**config.mk**
```make
export PLATFORM = sky130hd
export DESIGN_NAME = hpdc_regs
export DESIGN_NICKNAME = d
export VERILOG_FILES = /design/src/logic/hpdc_pkg.sv /design/src/logic/hpdc_pin_drive.sv /design/src/logic/hpdc_regs.sv
export VERILOG_INCLUDE_DIRS = /design/src /design/src/logic
export SDC_FILE = /design/constraint.sdc
export NUM_CORES = 1
export LEC_CHECK = 0
export BUFFER_PORTS_ARGS = -buffer_cell sky130_fd_sc_hd__clkbuf_2
export CAP_MARGIN = 20
export CORE_MARGIN = 2
export CORE_UTILIZATION = 55
export CTS_CLUSTER_DIAMETER = 60
export DETAILED_ROUTE_END_ITERATION = 12
export PLACE_DENSITY = 0.82
export SLEW_MARGIN = 40
export SYNTH_ARGS = -nofsm -noshare
export SYNTH_HDL_FRONTEND = slang
export SYNTH_SLANG_ARGS = --single-unit
```
**constraint.sdc**
```tcl
create_clock -name clk -period 2.5 [get_ports clk]
set_input_delay 0.25 -clock clk [delete_from_list [all_inputs] [get_ports clk]]
set_output_delay 0.25 -clock clk [all_outputs]
set_load 0.01 [all_outputs]
```
**src/logic/hpdc_defines.svh**
```systemverilog
// Purpose: Constants for the host pin and DMA setup register bank
// Assumes: Included by bare name; definitions only
// Notes: Command codes for the pin setup register are local picks
// Function
// DMA request pin is active low when bit 5 is 0, high when 1.
// Bus width field bits 4:3 holds 01 (16-bit bus); other codes reserved.
// Interrupt pin is active low when bit 2 is 0, high when 1.
// Interrupt pin is level-signalled when bit 1 is 0, pulsed when 1.
// Interrupt pin stays disabled while bit 0 is 0; 1 enables it.
// Processor reads DMA setup with command 21h and writes with A1h.
// DMA setup is 16 bits, upper byte reserved, lower byte resets zero.
// Polarity and trigger changes apply next cycle, with no spurious assertion.
`ifndef HPDC_DEFINES_SVH
`define HPDC_DEFINES_SVH

// ****************************************
// Command codes
// ****************************************
`define HPDC_CMD_RD_DMA 8'h21
`define HPDC_CMD_WR_DMA 8'ha1
`define HPDC_CMD_RD_PIN 8'h20
`define HPDC_CMD_WR_PIN 8'ha0

// ****************************************
// Pin setup fields and reset
// ****************************************
`define HPDC_DREQ_POL_BIT 5
`define HPDC_BW_HI 4
`define HPDC_BW_LO 3
`define HPDC_BW_16 2'h1
`define HPDC_IRQ_POL_BIT 2
`define HPDC_IRQ_TRIG_BIT 1
`define HPDC_IRQ_EN_BIT 0
`define HPDC_PIN_RESET 16'h0008

// ****************************************
// DMA setup fields and reset
// ****************************************
`define HPDC_DMA_RESET 16'h0000
`define HPDC_DMA_MASK 16'h00ff
`define HPDC_CNT_EN_BIT 7
`define HPDC_BURST_HI 6
`define HPDC_BURST_LO 5
`define HPDC_RUN_BIT 4
`define HPDC_BUF_HI 3
`define HPDC_BUF_LO 1
`define HPDC_DIR_BIT 0

`endif

```
**src/logic/hpdc_pkg.sv**
```systemverilog
// Purpose: Types for the host pin and DMA setup register bank
// Assumes: Compiled before the modules
// Notes: Values live in hpdc_defines.svh
package hpdc_pkg;

  // Which register the data phase addresses
  typedef enum logic [2:0] {
    HPDC_IDLE = 3'b000,
    HPDC_RD_PIN = 3'b001,
    HPDC_WR_PIN = 3'b010,
    HPDC_RD_DMA = 3'b011,
    HPDC_WR_DMA = 3'b100
  } hpdc_state_type;

  typedef struct packed {
    hpdc_state_type state;
    logic [15:0] pin_setup;
    logic [15:0] dma_setup;
    logic [15:0] dout;
    logic doe;
    logic [7:0] dma_fields;
  } hpdc_regs_type;

  typedef struct packed {
    logic req_d;
    logic pin;
  } hpdc_drive_type;

endpackage : hpdc_pkg

```
**src/logic/hpdc_pin_drive.sv**
```systemverilog
// Purpose: Shapes one request into a pin level of chosen polarity and trigger
// Assumes: Request comes from logic on the same clock
// Notes: Pin resets to the inactive level of an active-low pin
`timescale 1ns/1ps
`include "hpdc_defines.svh"

module hpdc_pin_drive (
  input wire logic clk,
  input wire logic rst_n,
  input wire logic request,
  input wire logic polarity,
  input wire logic edge_mode,
  output logic pin
);

  hpdc_pkg::hpdc_drive_type st_reg;
  hpdc_pkg::hpdc_drive_type st_next;
  logic active;

  // Level or one-cycle pulse, then polarity; settings act next edge
  always_comb begin
    st_next = st_reg;
    st_next.req_d = request;
    active = edge_mode ? (request & ~st_reg.req_d) : request;
    st_next.pin = polarity ? active : ~active;
  end

  // State register
  always_ff @(posedge clk or negedge rst_n) begin
    if (!rst_n) begin
      st_reg <= 2'h1;
    end else begin
      st_reg <= st_next;
    end
  end

  assign pin = st_reg.pin;

endmodule : hpdc_pin_drive

```
**src/logic/hpdc_regs.sv**
```systemverilog
// Purpose: Pin setup and DMA setup registers behind the 16-bit processor port
// Assumes: Processor port runs on clk; one access per cycle while strobed
// Notes: Command phase with a0 high, data phase with a0 low
`timescale 1ns/1ps
`include "hpdc_defines.svh"

module hpdc_regs (
  input wire logic clk,
  input wire logic rstn,
  input wire logic bus_cs_n,
  input wire logic bus_a0,
  input wire logic bus_wr_n,
  input wire logic bus_rd_n,
  input wire logic [15:0] bus_din,
  output logic [15:0] bus_dout,
  output logic bus_doe,
  input wire logic irq_source,
  input wire logic processor_irq_enable_reg,
  input wire logic dma_request_source,
  output logic irq_out_a,
  output logic dma_request_out_a,
  output logic transfer_counter_enable,
  output logic [1:0] burst_length,
  output logic dma_run_enable,
  output logic [2:0] buffer_type_select,
  output logic dma_direction
);

  // ****************************************
  // Reset release
  // ****************************************
  logic [1:0] rst_sync_reg;
  logic rst_n;

  // Two-stage release of the asynchronous reset
  always_ff @(posedge clk or negedge rstn) begin
    if (!rstn) begin
      rst_sync_reg <= 2'h0;
    end else begin
      rst_sync_reg <= {rst_sync_reg[0], 1'b1};
    end
  end
  assign rst_n = rst_sync_reg[1];

  // ****************************************
  // Register bank
  // ****************************************
  hpdc_pkg::hpdc_regs_type st_reg;
  hpdc_pkg::hpdc_regs_type st_next;
  logic cmd_wr;
  logic data_wr;
  logic data_rd;
  logic irq_request;
  logic dma_request;

  assign cmd_wr = !bus_cs_n && !bus_wr_n && bus_a0;
  assign data_wr = !bus_cs_n && !bus_wr_n && !bus_a0;
  assign data_rd = !bus_cs_n && !bus_rd_n && !bus_a0;

  // Command decode, data phase and register updates
  always_comb begin
    st_next = st_reg;
    st_next.doe = 1'b0;
    if (cmd_wr) begin
      case (bus_din[7:0])
        `HPDC_CMD_RD_DMA: begin
          st_next.state = hpdc_pkg::HPDC_RD_DMA;
          st_next.dout = st_reg.dma_setup;
        end
        `HPDC_CMD_WR_DMA: begin
          st_next.state = hpdc_pkg::HPDC_WR_DMA;
        end
        `HPDC_CMD_RD_PIN: begin
          st_next.state = hpdc_pkg::HPDC_RD_PIN;
          st_next.dout = st_reg.pin_setup;
        end
        `HPDC_CMD_WR_PIN: begin
          st_next.state = hpdc_pkg::HPDC_WR_PIN;
        end
        default: begin
          st_next.state = hpdc_pkg::HPDC_IDLE;
        end
      endcase
    end else if (data_wr) begin
      case (st_reg.state)
        hpdc_pkg::HPDC_WR_PIN: begin
          st_next.pin_setup = bus_din;
          // Reserved width codes are refused; field keeps 16-bit code
          st_next.pin_setup[`HPDC_BW_HI:`HPDC_BW_LO] = `HPDC_BW_16;
          st_next.state = hpdc_pkg::HPDC_IDLE;
        end
        hpdc_pkg::HPDC_WR_DMA: begin
          st_next.dma_setup = bus_din & `HPDC_DMA_MASK;
          st_next.state = hpdc_pkg::HPDC_IDLE;
        end
        default: begin
          st_next.state = st_reg.state;
        end
      endcase
    end else if (data_rd) begin
      case (st_reg.state)
        hpdc_pkg::HPDC_RD_PIN: st_next.doe = 1'b1;
        hpdc_pkg::HPDC_RD_DMA: st_next.doe = 1'b1;
        default: st_next.doe = 1'b0;
      endcase
    end
    st_next.dma_fields = st_next.dma_setup[7:0];
  end

  // State register
  always_ff @(posedge clk or negedge rst_n) begin
    if (!rst_n) begin
      st_reg <= {hpdc_pkg::HPDC_IDLE, `HPDC_PIN_RESET, `HPDC_DMA_RESET, 16'h0000, 1'b0, 8'h00};
    end else begin
      st_reg <= st_next;
    end
  end

  // Register-sourced outputs
  assign bus_dout = st_reg.dout;
  assign bus_doe = st_reg.doe;
  assign transfer_counter_enable = st_reg.dma_fields[`HPDC_CNT_EN_BIT];
  assign burst_length = st_reg.dma_fields[`HPDC_BURST_HI:`HPDC_BURST_LO];
  assign dma_run_enable = st_reg.dma_fields[`HPDC_RUN_BIT];
  assign buffer_type_select = st_reg.dma_fields[`HPDC_BUF_HI:`HPDC_BUF_LO];
  assign dma_direction = st_reg.dma_fields[`HPDC_DIR_BIT];

  // ****************************************
  // Pin drivers
  // ****************************************
  // Interrupt gated by global pin enable and processor enable
  assign irq_request = irq_source && processor_irq_enable_reg &&
    st_reg.pin_setup[`HPDC_IRQ_EN_BIT];
  assign dma_request = dma_request_source && st_reg.dma_setup[`HPDC_RUN_BIT];

  // Interrupt pin shaping
  hpdc_pin_drive u_irq_drive (
    .clk(clk),
    .rst_n(rst_n),
    .request(irq_request),
    .polarity(st_reg.pin_setup[`HPDC_IRQ_POL_BIT]),
    .edge_mode(st_reg.pin_setup[`HPDC_IRQ_TRIG_BIT]),
    .pin(irq_out_a)
  );

  // DMA request pin shaping, always level
  hpdc_pin_drive u_dma_drive (
    .clk(clk),
    .rst_n(rst_n),
    .request(dma_request),
    .polarity(st_reg.pin_setup[`HPDC_DREQ_POL_BIT]),
    .edge_mode(1'b0),
    .pin(dma_request_out_a)
  );

  // ****************************************
  // Assertions
  // ****************************************
  logic irq_pol;
  logic irq_trig;
  logic dreq_pol;
  assign irq_pol = st_reg.pin_setup[`HPDC_IRQ_POL_BIT];
  assign irq_trig = st_reg.pin_setup[`HPDC_IRQ_TRIG_BIT];
  assign dreq_pol = st_reg.pin_setup[`HPDC_DREQ_POL_BIT];

  property p_dreq_pol;
    @(posedge clk) disable iff (!rst_n)
    dma_request |=> (dma_request_out_a == $past(dreq_pol));
  endproperty
  a_dreq_pol: assert property (p_dreq_pol) else $error("DMA request level wrong");

  property p_bus_width;
    @(posedge clk) disable iff (!rst_n)
    data_wr && st_reg.state == hpdc_pkg::HPDC_WR_PIN |=>
      (st_reg.pin_setup[`HPDC_BW_HI:`HPDC_BW_LO] == `HPDC_BW_16) [*2];
  endproperty
  a_bus_width: assert property (p_bus_width) else $error("Bus width field not 16-bit");

  property p_irq_level;
    @(posedge clk) disable iff (!rst_n)
    irq_request && !irq_trig |=> (irq_out_a == $past(irq_pol));
  endproperty
  a_irq_level: assert property (p_irq_level) else $error("Interrupt level wrong");

  property p_irq_pulse;
    @(posedge clk) disable iff (!rst_n)
    irq_trig && irq_request && $past(irq_request) |=> (irq_out_a != $past(irq_pol));
  endproperty
  a_irq_pulse: assert property (p_irq_pulse) else $error("Edge interrupt not one pulse");

  property p_irq_gate;
    @(posedge clk) disable iff (!rst_n)
    !st_reg.pin_setup[`HPDC_IRQ_EN_BIT] |=> (irq_out_a != $past(irq_pol));
  endproperty
  a_irq_gate: assert property (p_irq_gate) else $error("Disabled interrupt pin asserted");

  property p_dma_write;
    @(posedge clk) disable iff (!rst_n)
    data_wr && st_reg.state == hpdc_pkg::HPDC_WR_DMA |=>
      (st_reg.dma_setup == {8'h00, $past(bus_din[7:0])}) &&
      (dma_run_enable == $past(bus_din[`HPDC_RUN_BIT]));
  endproperty
  a_dma_write: assert property (p_dma_write) else $error("DMA setup write wrong");

  property p_no_spurious;
    @(posedge clk) disable iff (!rst_n)
    !irq_request && !$past(irq_request) |=> (irq_out_a == !$past(irq_pol));
  endproperty
  a_no_spurious: assert property (p_no_spurious) else $error("Spurious interrupt level");

  c_dma_rd: cover property (@(posedge clk) disable iff (!rst_n)
    cmd_wr && bus_din[7:0] == `HPDC_CMD_RD_DMA ##[1:4] bus_doe);
  c_irq_edge: cover property (@(posedge clk) disable iff (!rst_n)
    irq_trig && irq_request ##1 irq_request);
  c_dreq_high: cover property (@(posedge clk) disable iff (!rst_n) dreq_pol && dma_request_out_a);

endmodule : hpdc_regs

```
==> results of run 1 <==
## power breakdown
group,leakage [nW],switching (mW),internal [mW]
sequential,0.639,0.0176,0.770
combinational,0.604,0.0302,0.0289
clock,0.0422,0.237,0.196
total,1.28,0.285,0.995
## logic make-up (layout without fill, tap and decap cells)
family	count (synthesis)	count (layout)	synth area share
buf+inv	27	63	0.0894
mux	38	38	0.200
simple gates	29	29	0.0994
other cells	1	1	0.00176
compound gates	11	11	0.0429
flops	47	47	0.554
xor+xnor	3	3	0.0123
## per-layer routing
layer  part of all wire  routed length, um  vias up  GRT usage
li1                   -                  -      594          -
met1               0.43               1510      638      0.230
met2               0.50               1760       36      0.316
met3              0.055                194        6     0.0511
met4              0.014                 48        0     0.0612
met5                  0                  0        -          0
## final cells by class
cell class / instances / area share
repair buffers: 53 / 0.115
multi-input cells: 82 / 0.321
inverters: 2 / 0.00318
well taps: 48 / 0.0254
clock buffers: 7 / 0.0323
clock inverters: 1 / 0.00212
flip-flops and latches: 47 / 0.500
## critical path, cell delays in order, from the launching register on
cell and delay, ps:
dfrtp_1 440, nor4_2 210, nand3b_1 340, buf_4 290
mux2_1 310
## synthesized netlist by cell type (2+ instances only)
library cell,number,area (um^2)
buf_2,2,10.0
a22o_1,7,61.3
xor2_1,3,26.3
dfstp_2,2,52.6
nand3b_1,2,15.0
o21ai_0,2,10.0
nor2_1,3,11.3
inv_1,2,7.51
mux2_1,13,146
nand2_1,5,18.8
nor3_1,2,10.0
dfrtp_1,45,1130
buf_4,21,158
nor2b_1,7,43.8
mux2_2,24,270
## layout by cell type (no fill, tap or decap), drive strengths merged
cell type and n:
nand4 1, nor4 1, or4 1, a21bo 1
nor2 3, a22o 7, nand2 5, and3 1
conb 1, inv 2, buf 1, o21ai 2
nand4bb 1, clkbuf 58, nand2b 1, dfstp 2
xor2 3, dlygate4sd3 1, and2b 1, a32o 1
nor4b 1, nor3b 1, mux2i 1, nor2b 7
and4 1, mux2 37, nor3 2, dfrtp 45
nand3b 2, clkinv 1
## worst max-delay path by stage
stage               start          end  cells past startpoint
4_1_cts        st_reg[57]   st_reg[56]                      4
5_1_grt        st_reg[57]   st_reg[55]                      4
3_3_place_gp       bus_a0   st_reg[52]                      5
3_5_place_dp   bus_din[0]  bus_dout[0]                      4
2_1_floorplan  bus_din[1]  bus_dout[0]                      4
6_report       st_reg[57]   st_reg[51]                      4
## through the flow
| step | area (um^2) | std cells | hold WS (ps) | total power, mW |
|---|---|---|---|---|
| after floorplan | 2130 | 156 | -45.6 | 0.825 |
| after global placement | 2270 | 231 | 35.2 | 0.858 |
| after detailed placement | 2270 | 231 | 40.0 | 0.862 |
| after CTS | 2360 | 240 | 94.5 | 1.29 |
| after global routing | 2360 | 240 | 96.6 | 1.34 |
| final | 2360 | 240 | 97.7 | 1.28 |
## repair_timing
action                     in CTS  in global routing
hold buffers                    1                  0
setup endpoints to repair       0                  0
hold endpoints to repair        2                  0
setup buffers                   0                  0
gates resized for setup         0                  0
==> qor.yml, run 1 <==
run_status:
  status: "complete, no violations"
die:
  start_util: 0.577
  die_h_um: 66.2
  core_area_mm2: 0.00369
  dieArea_mm2: 0.00438
  dieWidth_um: 66.2
  num_rows: 22
  ios: 52
routing:
  drt_iter0_markers: 58
  avgViaCountPerCell: 5.31
  drc: 0
  wl_per_cell_um: 14.6
  vias: 1274
  drtPass1Iterations: 4
  antenna_left: 0
  drt_wl_total_mm: 3.51
synth:
  yosysWarnings: 0
  async_flop_share: 1.00
  ys_ff_latch: 47
  yosysSeqAreaShare: 0.554
  syn_area_mm2: 0.00213
  synth_nets: 181
  avgSynthCellArea_um2: 13.6
  synth_cell_types: 31
  synth-edff-count: 0
  synth_ff_type: "dfrtp_1"
  synth_cells: 156
placement:
  portBuffers: 51
  dp_hpwl_mm: 2.61
  gp_congestion: 0.784
  place_ws_ps: 681
sta:
  fin_crit_ps: 1720
  fin_crit_sh: 0.687
  fmax_mhz: 583
  setup_viol: 0
  fin_tns_setup_ps: 0
  skew_ps: 9.07
  relSlewSlack: 0.636
  rsz0062_at_grt: "no"
  maxSlewViolCount: 0
  hold_viol: 0
  worst_pin_slew_ps: 546
  finalWorstSetupSlack_ps: 784
final_layout:
  nFillCells: 296
  n_antenna_cell: 0
  area_growth_pct: 11.1
  layout.nets: 216
  utilization: 0.641
  multiInputGateArea_um2: 759
  seq_area_mm2: 0.00118
  largest_register_ffs: 22
  drive_above_1_share: 0.464
power:
  p_per_area_mw_per_mm2: 542
  irDropWorstVdd_v: 0.000430
  p_leak_nw: 1.28
setup_path:
  worstSetupEndpointType: "flip-flop"
  critPathKind: "flip-flop to flip-flop"
  crit_fanout: 8
  r2r_slack_ps: 780
  rr_worst_depth: 4
  cp.arrival_ps: 1890
  cp.required_ps: 2680
  worstSetupStartpointType: "flip-flop"
  reg2reg_from: "st_reg[57]"
  r2r_end: "st_reg[51]"
grt:
  gr-usage-all-layers: 0.187
  antenna_found_initial: 0
  grt_remaining_overflow: 0
  grt_pass1_vias: 1326
  grt_max_degree: 46
  grt_pass1_wl_mm: 6.04
clock_tree:
  clock-sinks: 47
  cts_root_buf: "clkbuf_8"
  h-tree-depth: 2
  clk_path_buf_depth: 2
  cts_tree: "done"
  cts_inserted_buffers: 5
  clk_latency_ps: 300
  clk_pin_slew_ps: 80
hold_path:
  worstHoldPathCells: 2
  min_from: "bus_rd_n"
  hold_end: "bus_doe"
  min-delay-path-class: "input port to flip-flop"
run:
  cap_violations: 0
(Power assumes the default switching activity.)
==> run 2: changes to the inputs <==
--- a/config.mk
+++ b/config.mk
@@ -9,10 +9,10 @@
 export BUFFER_PORTS_ARGS = -buffer_cell sky130_fd_sc_hd__clkbuf_2
 export CAP_MARGIN = 20
 export CORE_MARGIN = 2
-export CORE_UTILIZATION = 55
+export CORE_UTILIZATION = 47
 export CTS_CLUSTER_DIAMETER = 60
 export DETAILED_ROUTE_END_ITERATION = 12
-export PLACE_DENSITY = 0.82
+export PLACE_DENSITY = 0.74
 export SLEW_MARGIN = 40
 export SYNTH_ARGS = -nofsm -noshare
 export SYNTH_HDL_FRONTEND = slang
==> constraint.sdc (replaced) <==
create_clock -name clk -period 1.5 [get_ports clk]
set_input_delay 0.15 -clock clk [delete_from_list [all_inputs] [get_ports clk]]
set_output_delay 0.15 -clock clk [all_outputs]
set_load 0.01 [all_outputs]
==> run 2 against run 1 <==
  * Fmax increased by 28%
  * Design area increased by 4.3%
  * Register-to-register slack got worse by 620 ps
  * Core utilization decreased by 7.4 points
==> qor.yml, run 2 (same netlist as run 1, synthesis figures left out) <==
grt:
  antenna_found_initial: 0
  grt_pass1_vias: 1437
  grt_remaining_overflow: 0
  grt_max_degree: 46
  gr-usage-all-layers: 0.171
  grt_pass1_wl_mm: 6.74
routing:
  vias: 1305
  drc: 0
  drt_iter0_markers: 50
  drtPass1Iterations: 6
  avgViaCountPerCell: 5.12
  drt_wl_total_mm: 3.84
  wl_per_cell_um: 15.0
  antenna_left: 0
power:
  finalPower_mw: 2.15
  p_leak_nw: 1.35
  irDropWorstVdd_v: 0.000496
  p_per_area_mw_per_mm2: 872
sta:
  fin_crit_sh: 0.893
  fmax_mhz: 747
  setup_viol: 0
  rsz0062_at_grt: "no"
  maxSlewViolCount: 0
  skew_ps: 6.73
  hold_ws_ps: 62.4
  finalWorstSetupSlack_ps: 161
  fin_crit_ps: 1340
  hold_viol: 0
final_layout:
  largest_register_ffs: 22
  final_common_cell: "clkbuf_2"
  n_antenna_cell: 0
  drive_above_1_share: 0.498
  layout.nets: 227
  utilization: 0.566
  area_growth_pct: 15.9
  instances_no_fill: 255
  layout_common_cells: "clkbuf_2, dfrtp_1, mux2_2, mux2_1, buf_4"
setup_path:
  crit_fanout: 14
  worstSetupStartpointType: "flip-flop"
  critPathKind: "flip-flop to flip-flop"
  path_cells: "nor4_2, nand3b_1, buf_4, mux2_1"
  rr_worst_depth: 4
  cp.required_ps: 1670
  r2r_slack_ps: 160
  cp.arrival_ps: 1510
  cp-startpoint: "st_reg[57]"
  cp_slowest_cell: "dfrtp_1"
  path_buf_inv: 1
  cpPeakStageDelay_ps: 390
  worstSetupEndpointType: "flip-flop"
  r2r_end: "st_reg[53]"
  reg2reg_from: "st_reg[57]"
  crit_cells: 4
  crit_family: "flip-flops"
  crit_end: "st_reg[53]"
clock_tree:
  clk_path_buf_depth: 2
  clock-sinks: 47
  h-tree-depth: 2
  cts_inserted_buffers: 5
  cts_tree: "done"
  cts_root_buf: "clkbuf_8"
  clk_latency_ps: 290
  post_cts_resized: 0
  clk_pin_slew_ps: 80
run:
  cap_violations: 0
placement:
  dp.cells: 245
  dp_hpwl_mm: 2.89
  gp_congestion: 0.779
  portBuffers: 51
  place_ws_ps: -33.8
die:
  num_rows: 24
  core_area_mm2: 0.00435
  dieWidth_um: 71.3
  dieArea_mm2: 0.00508
  ios: 52
  die_h_um: 71.3
  start_util: 0.489
hold_path:
  min-delay-path-class: "input port to flip-flop"
run_status:
  status: "complete, no violations"
-- run 2: cell types whose count changed in the layout (fill, tap and decap cells not counted) --
cell           before  now
dlygate4sd3_1       1    2
buf_4               1   10
dfrtp_4             1    0
clkinv_2            1    3
dfrtp_2             0    1
buf_12              0    1
clkbuf_1            2    0
-- run 2: cell type report --
type | count | area (um^2)
multi-input combinational | 82 | 759
timing repair buffer | 64 | 370
sequential | 47 | 1180
clock inverter | 3 | 15.0
inverter | 2 | 7.51
tap | 52 | 65.1
fill | 371 | 1890
clock buffer | 5 | 68.8
-- run 2: how the worst min path moves through the flow --
stage,to,cells after the start,slack [ps],start
2_1_floorplan,rst_sync_reg[0],0,-150,rstn
3_3_place_gp,rst_sync_reg[0],1,-60,rstn
3_5_place_dp,rst_sync_reg[0],1,-60,rstn
4_1_cts,st_reg[49],2,60,bus_din[8]
5_1_grt,st_reg[49],2,50,bus_din[8]
6_report,st_reg[49],2,60,bus_din[8]
-- run 2: through the flow --
stage	setup TNS, ps	instance area, um^2
detailed placement	-131	2360
global route	0	2470
CTS	0	2470
floorplan	0	2130
finish	0	2470
global placement	-56.7	2360
-- run 2: metal layers --
metal / GRT usage / vias to the layer above / share of wire
li1: - / 613 / -
met1: 0.208 / 650 / 0.42
met2: 0.290 / 37 / 0.50
met3: 0.0506 / 5 / 0.066
met4: 0.0587 / 0 / 0.012
met5: 0 / - / 0
-- run 2: power by group --
| group | internal (mW) | total (mW) | switching, mW |
|---|---|---|---|
| registers | 1.28 | 1.29 | 0.00918 |
| logic | 0.0638 | 0.138 | 0.0747 |
| clock network | 0.319 | 0.720 | 0.400 |
-- run 2: what timing repair did --
action                                 4_1_cts  5_1_grt
hold buffers                                 2        0
endpoints found under the hold margin        3        0
buffers inserted                             0        0
